File: src/include/phy_clk_pkg.sv
// constants for the mac-side clocking block of the transceiver
package phy_clk_pkg;
  // system clock rate
  localparam int CLK_HZ = 10_000_000;
  // mii clock rates, with or without link
  localparam int MII10_HZ = 2_500_000;
  localparam int MII100_HZ = 25_000_000;
  // half periods in system clocks, at least one cycle
  localparam int HALF10_CYC = (CLK_HZ / MII10_HZ) / 2 < 1 ? 1 :
    (CLK_HZ / MII10_HZ) / 2;
  localparam int HALF100_CYC = 1;
  localparam logic [3:0] HALF10 = 4'(HALF10_CYC);
  localparam logic [3:0] HALF100 = 4'(HALF100_CYC);
  // management clock ceiling
  localparam int MGMT_MAX_HZ = 2_500_000;
  // management frame fields
  localparam logic [5:0] PREAMBLE_BITS = 6'h20;
  localparam logic [4:0] ADDR_BITS = 5'h05;
  localparam logic [4:0] DATA_BITS = 5'h10;
  localparam logic [1:0] OP_READ = 2'h2;
  localparam logic [1:0] OP_WRITE = 2'h1;
  // register map
  localparam logic [4:0] REG_CTRL = 5'h00;
  localparam logic [4:0] REG_TEST = 5'h10;
  localparam int CTRL_LOOP_BIT = 14;
  localparam int TEST_GEN_BIT = 0;
  localparam int TEST_MODE_LSB = 1;
  localparam logic [15:0] CTRL_RST = 16'h0000;
  localparam logic [15:0] TEST_RST = 16'h0000;
  localparam logic [2:0] TMODE_2 = 3'h2;
  localparam logic [2:0] TMODE_3 = 3'h3;
  localparam int TMODE_OUT_BIT = 4;
  // speeds
  typedef enum logic [1:0] {SPD_10, SPD_100, SPD_1000} speed_t;
  // generator packet
  localparam logic [7:0] GEN_LEN = 8'h40;
  localparam logic [7:0] GEN_GAP = 8'h0C;
endpackage

File: src/verilog/mii_clk_gen.sv
`timescale 1ns/1ps
// divider for the 10/100 transmit and receive clock
module mii_clk_gen (
  // clock and reset
  input wire logic mclk,
  input wire logic sys_rst,
  // control
  input wire logic run,
  input wire logic [3:0] half,
  // clock out
  output logic clk_out,
  output logic rise
);
  import phy_clk_pkg::*;
  typedef struct packed {
    logic [3:0] cnt;
    logic clk;
  } gen_t;
  gen_t st_ff, nxt_st;
  // toggle every half period; held low when stopped
  always_comb begin
    nxt_st = st_ff;
    if (!run) begin
      nxt_st = '0;
    end else if (st_ff.cnt + 4'h1 >= half) begin
      nxt_st.cnt = 4'h0;
      nxt_st.clk = ~st_ff.clk;
    end else begin
      nxt_st.cnt = st_ff.cnt + 4'h1;
    end
  end
  always_ff @(posedge mclk) begin
    if (sys_rst) begin
      st_ff <= '0;
    end else begin
      st_ff <= nxt_st;
    end
  end
  assign clk_out = st_ff.clk;
  assign rise = nxt_st.clk & ~st_ff.clk;
endmodule

File: src/verilog/mgmt_slave.sv
`timescale 1ns/1ps
// serial management slave with control and test registers
module mgmt_slave (
  // clock and reset
  input wire logic mclk,
  input wire logic sys_rst,
  // management pins, sampled synchronous
  input wire logic mdc,
  input wire logic mdio_in,
  output logic mdio_out,
  output logic mdio_oe,
  // address strap
  input wire logic [4:0] phy_addr,
  // register values
  output logic [15:0] ctrl_reg,
  output logic [15:0] test_reg,
  input wire logic [15:0] status_word
);
  import phy_clk_pkg::*;
  typedef enum logic [2:0] {S_PRE, S_ST, S_HDR, S_TA, S_DATA} ph_t;
  typedef struct packed {
    ph_t ph;
    logic [5:0] cnt;
    logic [13:0] hdr;
    logic [15:0] sh;
    logic rd;
    logic oe;
    logic mdc_d;
    logic [15:0] ctrl;
    logic [15:0] test;
  } ms_t;
  ms_t st_ff, nxt_st;
  logic rise, fall;
  assign rise = mdc & ~st_ff.mdc_d;
  assign fall = ~mdc & st_ff.mdc_d;
  function automatic logic [15:0] rd_val(input logic [4:0] a,
    input logic [15:0] c, input logic [15:0] t, input logic [15:0] s);
    rd_val = a == REG_CTRL ? c : a == REG_TEST ? t : s;
  endfunction
  // clause 22 framing on mdc edges
  always_comb begin
    nxt_st = st_ff;
    nxt_st.mdc_d = mdc;
    if (rise) begin
      unique case (st_ff.ph)
        S_PRE: begin
          nxt_st.cnt = mdio_in ? (st_ff.cnt == PREAMBLE_BITS ?
            st_ff.cnt : st_ff.cnt + 6'h01) : 6'h00;
          if (!mdio_in && st_ff.cnt == PREAMBLE_BITS) begin
            nxt_st.ph = S_ST;
          end
        end
        S_ST: begin
          nxt_st.ph = mdio_in ? S_HDR : S_PRE;
          nxt_st.cnt = 6'h00;
        end
        S_HDR: begin
          nxt_st.hdr = {st_ff.hdr[12:0], mdio_in};
          nxt_st.cnt = st_ff.cnt + 6'h01;
          if (st_ff.cnt == 6'(2 + 2 * ADDR_BITS - 1)) begin
            nxt_st.ph = S_TA;
            nxt_st.cnt = 6'h00;
            // address compared here, not in a net, to keep the loop open
            nxt_st.rd = nxt_st.hdr[11:10] == OP_READ &&
              nxt_st.hdr[9:5] == phy_addr;
            nxt_st.sh = rd_val(nxt_st.hdr[4:0], st_ff.ctrl, st_ff.test,
              status_word);
          end
        end
        S_TA: begin
          nxt_st.cnt = st_ff.cnt + 6'h01;
          if (st_ff.cnt == 6'h01) begin
            nxt_st.ph = S_DATA;
            nxt_st.cnt = 6'h00;
          end
        end
        S_DATA: begin
          nxt_st.cnt = st_ff.cnt + 6'h01;
          if (!st_ff.rd) begin
            nxt_st.sh = {st_ff.sh[14:0], mdio_in};
          end
          if (st_ff.cnt == 6'(DATA_BITS - 1)) begin
            nxt_st.ph = S_PRE;
            nxt_st.cnt = 6'h00;
            if (st_ff.hdr[11:10] == OP_WRITE && st_ff.hdr[9:5] == phy_addr)
            begin
              if (st_ff.hdr[4:0] == REG_CTRL) nxt_st.ctrl = nxt_st.sh;
              if (st_ff.hdr[4:0] == REG_TEST) nxt_st.test = nxt_st.sh;
            end
          end
        end
      endcase
    end
    // read data changes after falling edge, released after last bit
    if (fall) begin
      if (st_ff.ph == S_TA && st_ff.cnt == 6'h01 && st_ff.rd) begin
        nxt_st.oe = 1'b1;
      end else if (st_ff.ph == S_DATA && st_ff.rd && st_ff.cnt != 6'h00)
      begin
        nxt_st.sh = {st_ff.sh[14:0], 1'b0};
      end else if (st_ff.ph != S_DATA) begin
        nxt_st.oe = 1'b0;
      end
    end
  end
  always_ff @(posedge mclk) begin
    if (sys_rst) begin
      st_ff <= '0;
      st_ff.ctrl <= CTRL_RST;
      st_ff.test <= TEST_RST;
    end else begin
      st_ff <= nxt_st;
    end
  end
  assign mdio_out = st_ff.oe & st_ff.sh[15];
  assign mdio_oe = st_ff.oe;
  assign ctrl_reg = st_ff.ctrl;
  assign test_reg = st_ff.test;
endmodule

File: src/verilog/phy_mac_side_clocking.sv
`timescale 1ns/1ps
// mac-side clocking, loopback and packet generator of the transceiver
// Function
// - start from strap configuration only
// - link comes up without mac or management
// - control bit 14 loops transmit into receive
// - test registers start packet generator toward partner
// - 10/100 device sources transmit clock
// - 1000 mac gigabit clock only captures data
// - master uses reference, slave recovered clock
// - line transmit clock on test pin, at gigabit only
// - unused clock and upper receive lines low
// - activity output on good receive
// - idle mii clocks 2.5 or 5 MHz
module phy_mac_side_clocking (
  // clock and reset
  input wire logic mclk,
  input wire logic sys_rst,
  // straps
  input wire phy_clk_pkg::speed_t strap_speed,
  input wire logic strap_master,
  input wire logic [4:0] strap_addr,
  // line side status and clocks, synchronous
  input wire logic link_ok,
  input wire logic ref_line_clk,
  input wire logic rec_line_clk,
  input wire logic line_rx_dv,
  input wire logic line_rx_err,
  input wire logic [7:0] line_rxd,
  // mac transmit
  input wire logic gtx_clk,
  input wire logic tx_en,
  input wire logic [7:0] txd,
  output logic tx_clk,
  // mac receive
  output logic rx_clk,
  output logic rx_dv,
  output logic [7:0] rxd,
  // line transmit
  output logic line_tx_en,
  output logic [7:0] line_txd,
  output logic line_tx_clk_sel,
  // test and leds
  output logic line_transmit_test_clock,
  output logic activity,
  // management
  input wire logic mdc,
  input wire logic mdio_in,
  output logic mdio_out,
  output logic mdio_oe
);
  import phy_clk_pkg::*;
  typedef struct packed {
    speed_t spd;
    logic master;
    logic [4:0] addr;
    logic gtx_d;
    logic tx_en_c;
    logic [7:0] txd_c;
    logic ltx_en;
    logic [7:0] ltxd;
    logic rdv;
    logic [7:0] rd;
    logic act;
    logic [7:0] gcnt;
    logic gbusy;
  } top_t;
  top_t st_ff, nxt_st;
  logic [15:0] ctrl_reg, test_reg;
  logic mii_clk, mii_rise, gig, loop_on, gen_on, gtx_rise, cap, tmode_out;
  logic [2:0] tmode;

  assign gig = st_ff.spd == SPD_1000;
  assign loop_on = ctrl_reg[CTRL_LOOP_BIT];
  assign gen_on = test_reg[TEST_GEN_BIT];
  assign tmode = test_reg[TEST_MODE_LSB +: 3];
  assign tmode_out = test_reg[TMODE_OUT_BIT];
  assign gtx_rise = gtx_clk & ~st_ff.gtx_d;
  // capture edge: own clock at 10/100, mac clock at 1000
  assign cap = gig ? gtx_rise : mii_rise;

  // mii clock runs whenever not gigabit, link state does not gate it
  mii_clk_gen u_clk (
    .mclk(mclk),
    .sys_rst(sys_rst),
    .run(!gig && !sys_rst),
    .half(st_ff.spd == SPD_10 ? HALF10 : HALF100),
    .clk_out(mii_clk),
    .rise(mii_rise)
  );

  mgmt_slave u_mgmt (
    .mclk(mclk),
    .sys_rst(sys_rst),
    .mdc(mdc),
    .mdio_in(mdio_in),
    .mdio_out(mdio_out),
    .mdio_oe(mdio_oe),
    .phy_addr(st_ff.addr),
    .ctrl_reg(ctrl_reg),
    .test_reg(test_reg),
    .status_word({13'h0000, link_ok, st_ff.master, gig})
  );

  // datapath: capture, loopback, generator, receive, activity
  always_comb begin
    nxt_st = st_ff;
    nxt_st.gtx_d = gtx_clk;
    if (cap) begin
      nxt_st.tx_en_c = tx_en;
      nxt_st.txd_c = gig ? txd : {4'h0, txd[3:0]};
    end
    // generator sends a fixed pattern then a gap, no mac needed
    if (gen_on && link_ok) begin
      nxt_st.gcnt = st_ff.gcnt + 8'h01;
      if (st_ff.gbusy && st_ff.gcnt == GEN_LEN) begin
        nxt_st.gbusy = 1'b0;
        nxt_st.gcnt = 8'h00;
      end else if (!st_ff.gbusy && st_ff.gcnt == GEN_GAP) begin
        nxt_st.gbusy = 1'b1;
        nxt_st.gcnt = 8'h00;
      end
    end else begin
      nxt_st.gbusy = 1'b0;
      nxt_st.gcnt = 8'h00;
    end
    // line transmit: loopback keeps the wire quiet
    if (loop_on) begin
      nxt_st.ltx_en = 1'b0;
      nxt_st.ltxd = 8'h00;
    end else if (gen_on) begin
      nxt_st.ltx_en = st_ff.gbusy;
      nxt_st.ltxd = st_ff.gbusy ? st_ff.gcnt : 8'h00;
    end else begin
      nxt_st.ltx_en = st_ff.tx_en_c && link_ok;
      nxt_st.ltxd = st_ff.txd_c;
    end
    // receive path, loopback returns captured transmit data
    if (loop_on) begin
      nxt_st.rdv = st_ff.tx_en_c;
      nxt_st.rd = st_ff.txd_c;
    end else begin
      nxt_st.rdv = line_rx_dv && link_ok;
      nxt_st.rd = line_rxd;
    end
    if (!gig) begin
      nxt_st.rd[7:4] = 4'h0;
    end
    nxt_st.act = line_rx_dv && !line_rx_err && link_ok;
  end

  // straps taken once, in reset, so no register access is needed
  always_ff @(posedge mclk) begin
    if (sys_rst) begin
      st_ff <= '0;
      st_ff.spd <= strap_speed;
      st_ff.master <= strap_master;
      st_ff.addr <= strap_addr;
    end else begin
      st_ff <= nxt_st;
    end
  end

  // line timing selection: reference for master, recovered for slave
  assign line_tx_clk_sel = st_ff.master;
  assign line_transmit_test_clock = gig && (tmode == TMODE_2 ||
    tmode == TMODE_3 || tmode_out) &&
    (st_ff.master ? ref_line_clk : rec_line_clk);
  assign tx_clk = gig ? 1'b0 : mii_clk;
  assign rx_clk = gig ? (st_ff.master ? ref_line_clk : rec_line_clk)
    : mii_clk;
  assign rx_dv = st_ff.rdv;
  assign rxd = st_ff.rd;
  assign line_tx_en = st_ff.ltx_en;
  assign line_txd = st_ff.ltxd;
  assign activity = st_ff.act;

  // gigabit transmit clock stays low
  gig_txclk_low_a: assert property (@(posedge mclk) disable iff (sys_rst)
    gig |-> !tx_clk) else $error("tx clock not low at gigabit");
  upper_rx_low_a: assert property (@(posedge mclk) disable iff (sys_rst)
    !gig |-> rxd[7:4] == 4'h0) else $error("upper rxd not low");
  loop_return_a: assert property (@(posedge mclk) disable iff (sys_rst)
    loop_on && $stable(loop_on) |=> rx_dv == $past(st_ff.tx_en_c))
    else $error("loopback data lost");
  activity_good_a: assert property (@(posedge mclk) disable iff (sys_rst)
    line_rx_dv && !line_rx_err && link_ok |=> activity)
    else $error("activity missing");
  test_clock_a: assert property (@(posedge mclk) disable iff (sys_rst)
    !gig |-> !line_transmit_test_clock)
    else $error("test clock outside gigabit");
  mii_toggle_a: assert property (@(posedge mclk) disable iff (sys_rst)
    !gig && $stable(st_ff.spd) && st_ff.spd == SPD_10 && $rose(mii_clk)
    |=> mii_clk [*1] ##1 !mii_clk) else $error("10 mb clock rate");
  gen_idle_a: assert property (@(posedge mclk) disable iff (sys_rst)
    !gen_on && !loop_on |=> line_tx_en == ($past(st_ff.tx_en_c) &&
    $past(link_ok))) else $error("line enable wrong");
  slave_sel_a: assert property (@(posedge mclk) disable iff (sys_rst)
    line_tx_clk_sel == st_ff.master) else $error("clock select");

  // straps land in the state on the last reset edge
  strap_speed_a: assert property (@(posedge mclk)
    disable iff (sys_rst)
    $past(sys_rst) |-> st_ff.spd == $past(strap_speed))
    else $error("speed strap not taken");
  strap_role_a: assert property (@(posedge mclk)
    disable iff (sys_rst)
    $past(sys_rst) |-> {st_ff.master, st_ff.addr} ==
    $past({strap_master, strap_addr}))
    else $error("role or address strap not taken");

  // strap pins are ignored once running, only reset reloads them
  straps_held_a: assert property (@(posedge mclk)
    disable iff (sys_rst)
    !$past(sys_rst) |-> $stable(st_ff.spd) && $stable(st_ff.master) &&
    $stable(st_ff.addr)) else $error("straps changed while running");

  // loopback never puts mac data on the wire
  loop_quiet_a: assert property (@(posedge mclk)
    disable iff (sys_rst)
    loop_on |=> !line_tx_en) else $error("wire active in loopback");
  loop_data_a: assert property (@(posedge mclk)
    disable iff (sys_rst)
    loop_on |=> rxd == $past(st_ff.txd_c))
    else $error("loopback data differs");

  // generator owns the line while enabled and loopback is off
  gen_busy_a: assert property (@(posedge mclk)
    disable iff (sys_rst)
    gen_on && !loop_on |=> line_tx_en == $past(st_ff.gbusy))
    else $error("generator enable wrong");
  gen_stop_a: assert property (@(posedge mclk)
    disable iff (sys_rst)
    !(gen_on && link_ok) |=> !st_ff.gbusy)
    else $error("generator runs while off");
  gen_len_a: assert property (@(posedge mclk)
    disable iff (sys_rst)
    gen_on && link_ok && st_ff.gbusy && st_ff.gcnt == GEN_LEN
    |=> !st_ff.gbusy) else $error("generator packet too long");

  // capture edges: own clock below gigabit, mac clock at gigabit
  capture_gig_a: assert property (@(posedge mclk)
    disable iff (sys_rst)
    gig && gtx_rise |=> st_ff.txd_c == $past(txd))
    else $error("gigabit capture missed");
  capture_mii_a: assert property (@(posedge mclk)
    disable iff (sys_rst)
    !gig && mii_rise |=> st_ff.tx_en_c == $past(tx_en))
    else $error("mii capture missed");
  no_capture_a: assert property (@(posedge mclk)
    disable iff (sys_rst)
    !cap |=> $stable(st_ff.txd_c)) else $error("capture off edge");

  // the divider rests at gigabit so nothing leaks onto tx_clk
  mii_rest_a: assert property (@(posedge mclk)
    disable iff (sys_rst)
    gig |-> !mii_clk) else $error("mii clock runs at gigabit");

  // at 100 the divider is limited to one system cycle per half
  mii_fast_a: assert property (@(posedge mclk)
    disable iff (sys_rst)
    st_ff.spd == SPD_100 && $rose(mii_clk) |=> !mii_clk)
    else $error("100 mb clock rate");

  // errored or missing line data leaves the indicator dark
  activity_bad_a: assert property (@(posedge mclk)
    disable iff (sys_rst)
    line_rx_err |=> !activity) else $error("activity on error");
  idle_rx_a: assert property (@(posedge mclk)
    disable iff (sys_rst)
    !loop_on && !link_ok |=> !rx_dv) else $error("receive without link");

  // test pin quiet unless a jitter mode or the enable bit asks
  test_clk_off_a: assert property (@(posedge mclk)
    disable iff (sys_rst)
    tmode != TMODE_2 && tmode != TMODE_3 && !tmode_out
    |-> !line_transmit_test_clock) else $error("test clock stray");
  test_clk_on_a: assert property (@(posedge mclk)
    disable iff (sys_rst)
    gig && tmode == TMODE_2 |-> line_transmit_test_clock ==
    (st_ff.master ? ref_line_clk : rec_line_clk))
    else $error("test clock not the line clock");
endmodule

File: config.mk
export PLATFORM = sky130hd
export DESIGN_NAME = phy_mac_side_clocking
export DESIGN_NICKNAME = d
export VERILOG_FILES = /design/src/include/phy_clk_pkg.sv /design/src/verilog/mii_clk_gen.sv /design/src/verilog/mgmt_slave.sv /design/src/verilog/phy_mac_side_clocking.sv
export SDC_FILE = /design/constraint.sdc
export NUM_CORES = 1
export LEC_CHECK = 0
export BUFFER_PORTS_ARGS = -buffer_cell sky130_fd_sc_hd__buf_2
export CAP_MARGIN = 20
export CORE_MARGIN = 5
export CORE_UTILIZATION = 45
export CTS_CLUSTER_SIZE = 10
export DETAILED_ROUTE_END_ITERATION = 12
export GPL_TIMING_DRIVEN = 0
export SYNTH_ARGS = -nofsm -noshare
export SYNTH_HDL_FRONTEND = slang
export SYNTH_SLANG_ARGS = --single-unit
File: constraint.sdc
create_clock -name mclk -period 6.8 [get_ports mclk]
set_clock_uncertainty 0.15 [all_clocks]
set_input_delay 0.68 -clock mclk [delete_from_list [all_inputs] [get_ports mclk]]
set_output_delay 0.68 -clock mclk [all_outputs]
set_load 0.02 [all_outputs]
# After elaboration in Yosys (flattened, before gate mapping)
# Index checks and enable logic that the tools add are counted.
[word_totals]
register_bits = 123
output_inout_bits = 25
[op_classes]
addsub = 3
order_cmp = 1
n_eq_ne = 26
muxes = 32
bitwise_logic = 12
n_reduce_logical = 42
[ops]
columns = ["op", "count"]
rows = [
  ["2-to-1 mux 16 bit", 6],
  ["2-to-1 mux 9 bit", 5],
  ["one-hot mux 9 bit (5 select lines)", 1],
  ["2-to-1 mux 17 bit", 2],
  ["one-hot mux 16 bit (2 select lines)", 1],
  ["logical AND 1 bit", 17],
  ["2-to-1 mux 8 bit", 2],
  ["AND reduction 5 bit", 3],
  ["equality test 3 x 2 -> 1 bit, second input constant", 4],
  ["equality test 6 x 4 -> 1 bit, second input constant", 2],
  ["2-to-1 mux 6 bit", 2],
  ["equality test 5 bit", 2],
  ["equality test 5 bit, second input constant", 2],
  ["logical NOT 5 bit", 2],
  ["2-to-1 mux 1 bit", 10],
  ["inequality test 2 x 1 -> 1 bit, second input constant", 5],
  ["adder 8 x 1 -> 8 bit, second input constant", 1],
  ["equality test 8 x 4 -> 1 bit, second input constant", 1],
  ["equality test 8 x 7 -> 1 bit, second input constant", 1],
  ["NOT 1 bit", 7],
  ["adder 6 x 1 -> 6 bit, second input constant", 1],
  ["equality test 6 x 1 -> 1 bit, second input constant", 1],
  ["equality test 6 bit, second input constant", 1],
  ["inequality test 3 bit, second input constant", 2],
  ["other kinds (20)", 35],
]

# Depth between registers and ports, before layout
# Gate-level depths: netlist of the first run.
[depth]
word_depth = 9
mapped_depth = 9
depth_no_buf = 7

# By module
# A second synthesis of the first run with hierarchy kept.
[hier_totals]
hier_cells = 733
area_unflattened_um2 = 6522.5
[modules_own_cells]
columns = ["module", "instances", "cells_each", "area_per_inst_um2", "seq_area_each_um2"]
rows = [
  ["mgmt_slave", 1, 509, 4276.6, 1441.4],
  ["phy_mac_side_clocking", 1, 193, 1925.6, 1001.0],
  ["mii_clk_gen", 1, 31, 320.3, 100.1],
]

# Worst setup path before layout of the first run
# Ideal clock, no wire load.
[synth_timing]
path_type = "register -> register"
start = "register st_ff, in the netlist nxt_st[44]"
end = "register st_ff[28] in the netlist's numbering"
setup_time_ps = 72
t_arrival_ps = 2031
required_ps = 6578
path_slack_ps = 4547
stages_incl_launch_ff = 8
cell_sequence = "edfxtp_1 > or2_2 > ha_1 > nand2b_1 > a211oi_1 > nand2_1 > a22oi_2 > mux2i_1"
[synth_via]
elab_chain_len = 7
word_cells_on_any_way = 10
[synth_lines]
columns = ["item", "line", "rtl"]
rows = [
  ["start, declared", "phy_mac_side_clocking.sv:68", "top_t st_ff, nxt_st;"],
  ["start signal, assigned", "phy_mac_side_clocking.sv:160", "st_ff <= nxt_st;"],
  ["logical NOT 2 bit", "phy_mac_side_clocking.sv:87", ".half(st_ff.spd == SPD_10 ? HALF10 : HALF100),"],
  ["2-to-1 mux 2 bit", "phy_mac_side_clocking.sv:87", ""],
  [">= comparator 4 x 2 -> 1 bit", "mii_clk_gen.sv:25", "end else if (st_ff.cnt + 4'h1 >= half) begin"],
  ["2-to-1 mux 1 bit", "mii_clk_gen.sv:25", ""],
  ["2-to-1 mux 1 bit", "mii_clk_gen.sv:23", "if (!run) begin"],
  ["AND 1 bit", "mii_clk_gen.sv:40", "assign rise = nxt_st.clk & ~st_ff.clk;"],
  ["2-to-1 mux 1 bit (*)", "phy_mac_side_clocking.sv:80", "assign cap = gig ? gtx_rise : mii_rise;"],
]
# Every way passes the cells marked *; elsewhere a longest branch is shown, timed or not.
# A chain may end at the register's enable or synchronous reset.

# Final worst setup path of the first run
[layout_timing]
start = "register st_ff, in the netlist nxt_st[44]"
end = "output line_transmit_test_clock"
[layout_via]
elab_chain_len = 3
[layout_lines]
columns = ["item", "line", "rtl"]
rows = [
  ["equality test 2 bit", "phy_mac_side_clocking.sv:73", "assign gig = st_ff.spd == SPD_1000;"],
  ["logical AND 1 bit", "phy_mac_side_clocking.sv:166", "assign line_transmit_test_clock = gig && (tmode == TMODE_2 ||"],
  ["logical AND 1 bit", "phy_mac_side_clocking.sv:167", "tmode == TMODE_3 || tmode_out) &&"],
  ["end, declared", "phy_mac_side_clocking.sv:44", "output logic line_transmit_test_clock,"],
]
# Every way passes these cells.

==> reports/metrics.cfg, run 1 <==
[run_status]
status=finished clean

[clock_network]
cts_root_buf=clkbuf_16
cts.clk_slew.worst_paths_ns=0.06
insertion_delay_ns=0.42
ctsHoldBuffers=0
cts-resized-gates=0
h-tree-depth=4
post_cts_buffers=0
cts_tree=built
clockBufferDepth=2
clock-sinks=123
cts_buffers=17

[grt]
grt_first_pass_wirelength_mm=24.9
antenna_found_initial=0
grt_usage_pct=19.7
grt_max_degree=17
grt_pass1_vias=4978
overflow=0

[synthesis]
synth_area_leaders=dfxtp_1 38%, mux2i_1 8.5%, nand2_1 6.4%, mux2_2 5.2%, edfxtp_1 4.0%
ys_warn_count=0
synth-seq-area-share_pct=42.3
ys_async_sr_fraction_pct=0
yosysUniqueCellTypes=66
yosys.area.top_type=dfxtp_1
synth-seq-cells=123
syn_area_sq_um=6010
avgSynthCellArea_sq_um=9.11
synth.top_cell.area_share_pct=38.3
synth_top_flop_cell=dfxtp_1
syn-instance-count=660
synth_edf_count=8

[timing]
rsz0062_at_grt=no
slew_violations=0
clock.fmax_mhz=346
fin_crit_ns=2.89
setup-tns-final_ns=0
slew_headroom_pct=47.2
hold_slack_ns=0.259
hold_violations=0
final-setup-viol-count=0
finalCritPeriodShare_pct=42.4
worst_slew_pin_slew_ns=0.793

[route]
totalWireLength_mm=15.1
drc_errors=0
vias_per_cell=5.46
drt_first_pass_iters=5
drt_iter0_markers=333
ant_nets=0
wl_per_cell_um=16.3
vias=5061

[hold_path]
min_path_type=in -> reg

[placed_design]
dpl.hpwl_mm=11.0
numPortBuffers=58
gp_congestion=0.890

[setup_path]
cp_slowest_stage_delay_ns=0.45
crit_chain=nor2b_1, clkbuf_1, nand2_1, nor2_1, buf_2
crit_family=buffers and inverters
start_kind=flop
crit_fanout=10
slowest_stage=clkbuf_1
crit_path_end_kind=output pin
cp.arrival_ns=2.06
crit_required_ns=5.97
worstPathBufferInverterCount=2
worstSetupPathType=reg -> out

[finish]
drive_above_1_share_pct=22.0
top_regs=u_mgmt.st_ff x39, st_ff x19
largest-register=u_mgmt.st_ff
finalNetCount=781
diodes=0
largest_reg_flops=39
area_delta_synth_final_pct=20.4

[power]
leakage_nw=2.97
irDropWorstVdd_v=0.000188
pwr_density_cell_nw_per_um2=265

[floorplanning]
ioPinCount=60
rows=42
die_w_um=126
core-area_sq_um=13200
start_util_pct=45.6
dieArea_sq_um=15800
fp.dieH_um=126

[job]
drv_cap=0

==> cell families after synthesis <==
family / share of synthesized area (%)
and+or+nand+nor: 21.0
muxes: 13.7
buffers and inverters: 6.24
adders and majority gates: 1.83
DFF: 42.3
xor gates and xnor gates: 3.06
other: 0.0624
AOI/OAI and AO/OA: 11.7
==> placed cells by master, fill, tap and decap left out, types with 4 or more instances in the layout <==
cell and count:
a211oi_1 17, a21oi_1 25, a221oi_1 14, a22oi_1 12, a31o_2 4, a31oi_1 4
and3_1 4, and4_1 4, buf_1 7, buf_2 67, buf_4 18, bufinv_16 6
clkbuf_1 26, clkbuf_16 19, dfxtp_1 115, edfxtp_1 8, ha_1 8, inv_1 13
mux2_2 28, mux2i_1 51, nand2_1 102, nand2b_1 7, nand3_1 27, nand3b_1 6
nor2_1 48, nor2b_1 6, nor3_1 12, nor3b_1 4, o21ai_0 5, xnor2_1 14
xor2_1 7
==> worst reg2reg max path: cells and delay by family, from the launching register on <==
family / cells / cell delay, ns
AO/OA/AOI/OAI: 2 / 0.74
adder cells (fa/ha/maj): 1 / 0.27
flip-flops: 1 / 0.41
multiplexers: 1 / 0.25
AND/OR/NAND/NOR: 3 / 0.64
==> cell usage after synthesis, types with 4 or more instances <==
| library cell | number |
|---|---|
| a31oi_1 | 4 |
| mux2_2 | 28 |
| a211oi_1 | 17 |
| mux2i_1 | 51 |
| xor2_1 | 7 |
| and4_1 | 4 |
| xnor2_1 | 14 |
| nor2_1 | 48 |
| inv_1 | 13 |
| edfxtp_1 | 8 |
| nor3b_1 | 4 |
| a21oi_1 | 25 |
| nand3b_1 | 6 |
| a221oi_1 | 14 |
| a22oi_1 | 12 |
| nand3_1 | 27 |
| dfxtp_1 | 115 |
| nor2b_1 | 6 |
| buf_2 | 9 |
| nand2b_1 | 7 |
| and3_1 | 4 |
| nor3_1 | 12 |
| o21ai_0 | 5 |
| nand2_1 | 102 |
| buf_4 | 18 |
| clkbuf_1 | 25 |
| ha_1 | 8 |
| a31o_2 | 4 |
| buf_1 | 7 |
==> routing by layer <==
metal | wire, um | global-route usage [%] | share of wire [%] | vias up
met3 | 744 | 5.50 | 4.9 | 31
met1 | 6630 | 24.4 | 44 | 2421
met4 | 293 | 6.82 | 1.9 | 0
li1 | - | - | - | 2476
met2 | 7470 | 33.0 | 49 | 133
met5 | 0 | 0 | 0 | -
==> area by class of cell <==
cell class	count	area [sq um]
flip-flops and latches	123	2540
clock buffers	22	507
fillers	1179	5950
plain buffers	61	323
clock inverters	10	205
repair buffers	58	290
inverters	14	52.6
multi-input cells	463	3100
well taps	176	220
==> power by group <==
group          internal [mW]  leakage (nW)  switching, mW  total, mW
logic                 0.0372          1.62         0.0565     0.0937
registers              0.744          1.01         0.0102      0.754
clock network          0.749         0.343          0.320       1.07
total                   1.53          2.97          0.387       1.92
==> through the flow <==
step                      area (sq um)  setup slack [ns]  power [mW]  utilization (%)  std cells
after global routing              7240              3.77        1.98             54.9        927
after global placement            6530              4.06       0.860             49.5        895
after detailed placement          6530              3.96       0.863             49.5        895
final                             7240              3.91        1.92             54.9        927
after CTS                         7240              3.87        1.93             54.9        927
after floorplan                   6010              4.55       0.826                -        661
==> final timing paths <==
kind                                         start                       end  slack [ns]  depth (start not counted)
worst max-delay path                    nxt_st[44]  line_transmit_test_clock        3.91                          5
worst min-delay path                   line_rx_err                  activity        0.26                          2
worst max register to register          nxt_st[44]                 st_ff[28]        4.27                          7
worst min register to register  u_mgmt.ctrl_reg[1]        u_mgmt.ctrl_reg[1]        0.31                          2
No activity file was read; power rests on OpenSTA's default activity.
==> run 2, diff against run 1 <==
PLACE_DENSITY = 0.66   (was not set)
clock period = 2.5 ns   (was 6.8 ns; I/O delays follow)
==> reports/metrics.cfg, run 2 (synthesis gave the netlist of run 1 again) <==
[run_status]
status=finished clean  ; unchanged

[route]
totalWireLength_mm=15.4  ; was 15.1 mm
wl_per_cell_um=16.2  ; was 16.3 um
vias_per_cell=5.43  ; was 5.46
ant_nets=0  ; unchanged
drt_iter0_markers=387  ; was 333
drt_first_pass_iters=6  ; was 5
drc_errors=0  ; unchanged
vias=5177  ; was 5061

[power]
leakage_nw=3.06  ; was 2.97 nW
total_power_mw=4.83  ; was 1.92 mW
pwr_density_cell_nw_per_um2=652  ; was 265 nW/um^2
irDropWorstVdd_v=0.000521  ; was 0.000188 V

[floorplanning]
start_util_pct=45.6  ; unchanged
ioPinCount=60  ; unchanged
core-area_sq_um=13200  ; unchanged
rows=42  ; unchanged
fp.dieH_um=126  ; unchanged
die_w_um=126  ; unchanged
dieArea_sq_um=15800  ; unchanged

[clock_network]
cts.clk_slew.worst_paths_ns=0.05  ; was 0.06 ns
cts_tree=built  ; unchanged
cts_root_buf=clkbuf_16  ; unchanged
h-tree-depth=4  ; unchanged
clockBufferDepth=2  ; unchanged
cts_buffers=17  ; unchanged
clock-sinks=123  ; unchanged
insertion_delay_ns=0.43  ; was 0.42 ns

[timing]
hold_violations=0  ; unchanged
slew_headroom_pct=51.3  ; was 47.2%
setup-tns-final_ns=0  ; unchanged
fin_crit_ns=2.43
clock.fmax_mhz=411
final-setup-viol-count=0  ; unchanged
hold_slack_ns=0.0293  ; was 0.259 ns
finalCritPeriodShare_pct=97.2
slew_violations=0  ; unchanged
worst_slew_pin_slew_ns=0.730  ; was 0.793 ns
rsz0062_at_grt=yes  ; was no

[finish]
largest_reg_flops=39  ; unchanged
post-route-util_pct=56.2  ; was 54.9%
finalNetCount=807  ; was 781
diodes=0  ; unchanged
area_delta_synth_final_pct=23.3  ; was 20.4%
layout_common_cells=115 x dfxtp_1, 102 x nand2_1, 67 x buf_2, 51 x mux2i_1, 47 x nor2_1  ; was 115 x dfxtp_1, 102 x nand2_1, 67 x buf_2, 51 x mux2i_1, 48 x nor2_1
largest-register=u_mgmt.st_ff  ; unchanged
top_regs=u_mgmt.st_ff x39, st_ff x19  ; unchanged
drive_above_1_share_pct=21.6  ; was 22.0%
final_common_cell=dfxtp_1  ; unchanged

[setup_path]
slowest_stage=dfxtp_1  ; was clkbuf_1
cp_slowest_stage_delay_ns=0.41  ; was 0.45 ns
worstPathBufferInverterCount=1  ; was 2
cp.arrival_ns=2.61  ; was 2.06 ns
crit_path_end_kind=flop  ; was output pin
start_kind=flop  ; unchanged
crit_fanout=10  ; unchanged
crit_family=simple AND/OR/NAND/NOR gates  ; was buffers and inverters
crit_required_ns=2.68  ; was 5.97 ns
worstSetupPathType=reg -> reg  ; was reg -> out
crit_chain=ha_1, nand4bb_1, nor2_2, and4_1, buf_2, nand2_1, a211oi_1  ; was nor2b_1, clkbuf_1, nand2_1, nor2_1, buf_2

[grt]
overflow=0  ; unchanged
antenna_found_initial=0  ; unchanged
grt_pass1_vias=5050  ; was 4978
grt_max_degree=17  ; unchanged
grt_usage_pct=19.8  ; was 19.7%
grt_first_pass_wirelength_mm=25.2  ; was 24.9 mm

[placed_design]
numPortBuffers=58  ; unchanged
gp_congestion=0.866  ; was 0.890
dpl.hpwl_mm=10.8  ; was 11.0 mm

[job]
drv_cap=0  ; unchanged

[hold_path]
min_path_type=in -> reg  ; unchanged

## run 2: what timing repair did
item	4_1_cts	5_1_grt
setup endpoints to repair	1	14
hold endpoints to repair	24	0
buffers inserted	1	0
pin swaps	1	1
hold buffers	25	0
gates resized for setup	0	6
## run 2: worst paths after layout
| kind | startpoint | end | slack [ns] | cells after the start |
|---|---|---|---|---|
| max | u_mgmt.st_ff[65] | u_mgmt.st_ff[44] | 0.07 | 7 |
| min | line_rxd[4] | rxd[4] | 0.03 | 3 |
| max reg2reg | u_mgmt.st_ff[65] | u_mgmt.st_ff[44] | 0.07 | 7 |
| min reg2reg | u_mgmt.ctrl_reg[13] | u_mgmt.ctrl_reg[13] | 0.31 | 2 |
## run 2: final cells by class
cell class | count | area (sq um)
plain buffers | 61 | 325
well taps | 176 | 220
flip-flops and latches | 123 | 2540
inverters | 14 | 52.6
clock inverters | 7 | 85.1
clock buffers | 25 | 515
repair buffers | 84 | 561
fillers | 1182 | 5780
multi-input cells | 463 | 3110
## run 2: worst reg2reg max path, stage by stage, from the launching register on
cell and delay [ns]:
dfxtp_1 0.41, ha_1 0.30, nand4bb_1 0.28, nor2_2 0.25, and4_1 0.31, buf_2 0.27
nand2_1 0.10, a211oi_1 0.27
## run 2: power by group
part / leakage (nW) / total [mW] / internal, mW / switching (mW)
clock: 0.303 / 2.49 / 1.62 / 0.873
sequential: 1.01 / 2.05 / 2.02 / 0.0272
combinational: 1.74 / 0.294 / 0.133 / 0.161
## run 2: layer usage
layer / vias to the layer above / share of wire [%] / GRT usage [%] / wire length (um)
li1: 2521 / - / - / -
met1: 2474 / 45 / 25.4 / 6920
met2: 160 / 48 / 32.3 / 7470
met3: 22 / 5.4 / 4.73 / 826
met4: 0 / 1.4 / 7.33 / 221
met5: - / 0 / 0 / 0
## run 2: through the flow
| step | area (sq um) | cells | setup slack (ns) |
|---|---|---|---|
| 5_1_grt | 7410 | 953 | -0.0181 |
| 2_1_floorplan | 6010 | 661 | 0.247 |
| 4_1_cts | 7400 | 953 | 0.0662 |
| 3_5_place_dp | 6530 | 895 | 0.0494 |
| 3_3_place_gp | 6530 | 895 | 0.0494 |
| 6_report | 7410 | 953 | 0.0692 |
==> run 3, diff against run 2 <==
PLACE_DENSITY = not set   (was 0.66)
PLACE_DENSITY_LB_ADDON = 0.15   (was not set)
SETUP_SLACK_MARGIN = 0.5   (was not set)
==> reports/metrics.cfg, run 3 (synthesis gave the netlist of run 1 again) <==
[finish]
fill_cells=1089  ; was 1182
drive_above_1_share_pct=31.0  ; was 21.6%
ff_latch_area_sq_um=2550  ; was 2540 sq um
diodes=0  ; unchanged
final_common_cell=dfxtp_1  ; unchanged
largest-register=u_mgmt.st_ff  ; unchanged
top_regs=u_mgmt.st_ff x39, st_ff x19  ; unchanged
area_delta_synth_final_pct=34.9  ; was 23.3%
finalNetCount=829  ; was 807
stdcell_count=975  ; was 953
layout_common_cells=110 x dfxtp_1, 100 x nand2_1, 66 x buf_2, 50 x mux2i_1, 46 x nor2_1  ; was 115 x dfxtp_1, 102 x nand2_1, 67 x buf_2, 51 x mux2i_1, 47 x nor2_1
largest_reg_flops=39  ; unchanged
multiInputGateArea_sq_um=3410  ; was 3110 sq um

[setup_path]
slowest_stage=edfxtp_1  ; was dfxtp_1
crit_chain=or2_4, ha_1, a211oi_2, nand2_2, a22oi_2, buf_12, mux2i_1  ; was ha_1, nand4bb_1, nor2_2, and4_1, buf_2, nand2_1, a211oi_1
crit_fanout=9  ; was 10
cp.arrival_ns=2.34  ; was 2.61 ns
cp_slowest_stage_delay_ns=0.42  ; was 0.41 ns
start_kind=flop  ; unchanged
crit_path_end_kind=flop  ; unchanged
r2r_setup_slack_ns=0.35  ; was 0.07 ns
crit_required_ns=2.70  ; was 2.68 ns
worstSetupPathType=reg -> reg  ; unchanged

[floorplanning]
fp.dieH_um=126  ; unchanged
core-area_sq_um=13200  ; unchanged
start_util_pct=45.6  ; unchanged
ioPinCount=60  ; unchanged
dieArea_sq_um=15800  ; unchanged
die_w_um=126  ; unchanged
rows=42  ; unchanged

[power]
leakage_nw=3.35  ; was 3.06 nW
irDropWorstVdd_v=0.000436  ; was 0.000521 V
total_power_mw=5.00  ; was 4.83 mW
pwr_density_cell_nw_per_um2=617  ; was 652 nW/um^2

[timing]
slew_violations=0  ; unchanged
finalWorstSetupSlack_ns=0.351  ; was 0.0692 ns
final-setup-viol-count=0  ; unchanged
hold_slack_ns=0.0416  ; was 0.0293 ns
fin_crit_ns=2.15  ; was 2.43 ns
worst_slew_pin_slew_ns=0.678  ; was 0.730 ns
clock.fmax_mhz=465  ; was 411 MHz
setup-tns-final_ns=0  ; unchanged
rsz0062_at_grt=yes  ; unchanged
hold_violations=0  ; unchanged
slew_headroom_pct=54.4  ; was 51.3%
finalCritPeriodShare_pct=86.0  ; was 97.2%

[clock_network]
cts.clk_slew.worst_paths_ns=0.06  ; was 0.05 ns
cts_buffers=17  ; unchanged
cts_tree=built  ; unchanged
h-tree-depth=4  ; unchanged
cts_root_buf=clkbuf_16  ; unchanged
insertion_delay_ns=0.42  ; was 0.43 ns
clockBufferDepth=2  ; unchanged
clock-sinks=123  ; unchanged

[placed_design]
place_ws_ns=0.0864  ; was 0.0494 ns
gp_congestion=0.838  ; was 0.866
numPortBuffers=58  ; unchanged
dp.cells=895  ; unchanged
dpl.hpwl_mm=10.6  ; was 10.8 mm

[grt]
grt_first_pass_wirelength_mm=25.9  ; was 25.2 mm
overflow=0  ; unchanged
grt_usage_pct=20.2  ; was 19.8%
grt_max_degree=17  ; unchanged
grt_pass1_vias=5200  ; was 5050
antenna_found_initial=0  ; unchanged

[route]
drc_errors=0  ; unchanged
drt_iter0_markers=324  ; was 387
ant_nets=0  ; unchanged
vias_per_cell=5.42  ; was 5.43
wl_per_cell_um=17.0  ; was 16.2 um
drt_first_pass_iters=5  ; was 6
totalWireLength_mm=16.6  ; was 15.4 mm
vias=5284  ; was 5177

[hold_path]
min_path_type=in -> reg  ; unchanged

[run_status]
status=finished clean  ; unchanged

[job]
drv_cap=0  ; unchanged

run 3: worst paths after layout:
check | startpoint | cells after the start | end
setup / recovery | nxt_st[45] | 7 | st_ff[31]
hold / removal | link_ok | 3 | st_ff[0]
setup reg to reg | nxt_st[45] | 7 | st_ff[31]
hold reg to reg | u_mgmt.ctrl_reg[1] | 2 | u_mgmt.ctrl_reg[1]
run 3: cell type report:
class	count	share of cell area [%]
Timing Repair Buffer	106	9.89
Sequential cell	123	31.5
Tap cell	176	2.72
Inverter	14	0.710
Clock inverter	12	1.93
Buffer	61	5.14
Multi-Input combinational cell	463	42.1
Clock buffer	20	6.03
run 3: metrics by stage:
stage | util, % | instance area [sq um]
2_1_floorplan | - | 6050
3_3_place_gp | 49.7 | 6560
3_5_place_dp | 49.7 | 6560
4_1_cts | 58.3 | 7690
5_1_grt | 61.5 | 8110
6_report | 61.5 | 8110
run 3: power breakdown:
part           leakage [nW]  switching [mW]  internal [mW]
Sequential             1.01          0.0275           2.02
Combinational          2.02           0.170          0.150
Clock                 0.317           0.917           1.72
Total                  3.35            1.12           3.89
run 3: repair_timing:
| action | in CTS | in global routing |
|---|---|---|
| hold buffers | 26 | 0 |
| pin swaps | 6 | 17 |
| setup endpoints to repair | 62 | 85 |
| setup buffers | 8 | 11 |
| endpoints found under the hold margin | 25 | 0 |
| resized for setup | 42 | 76 |
| gates cloned | 0 | 3 |
run 3: worst max-delay path, delay by kind of cell, from the launching register on:
family | cells | cell delay, ns
buf+inv | 1 | 0.16
flops | 1 | 0.42
fa+ha+maj | 1 | 0.30
compound gates | 2 | 0.47
simple gates | 2 | 0.40
mux | 1 | 0.18
run 3: per-layer routing:
layer	vias up	wire length, um	GRT usage [%]
met5	-	0	0
met3	27	813	4.73
met4	0	260	7.40
met2	137	8240	33.9
li1	2581	-	-
met1	2539	7270	25.3
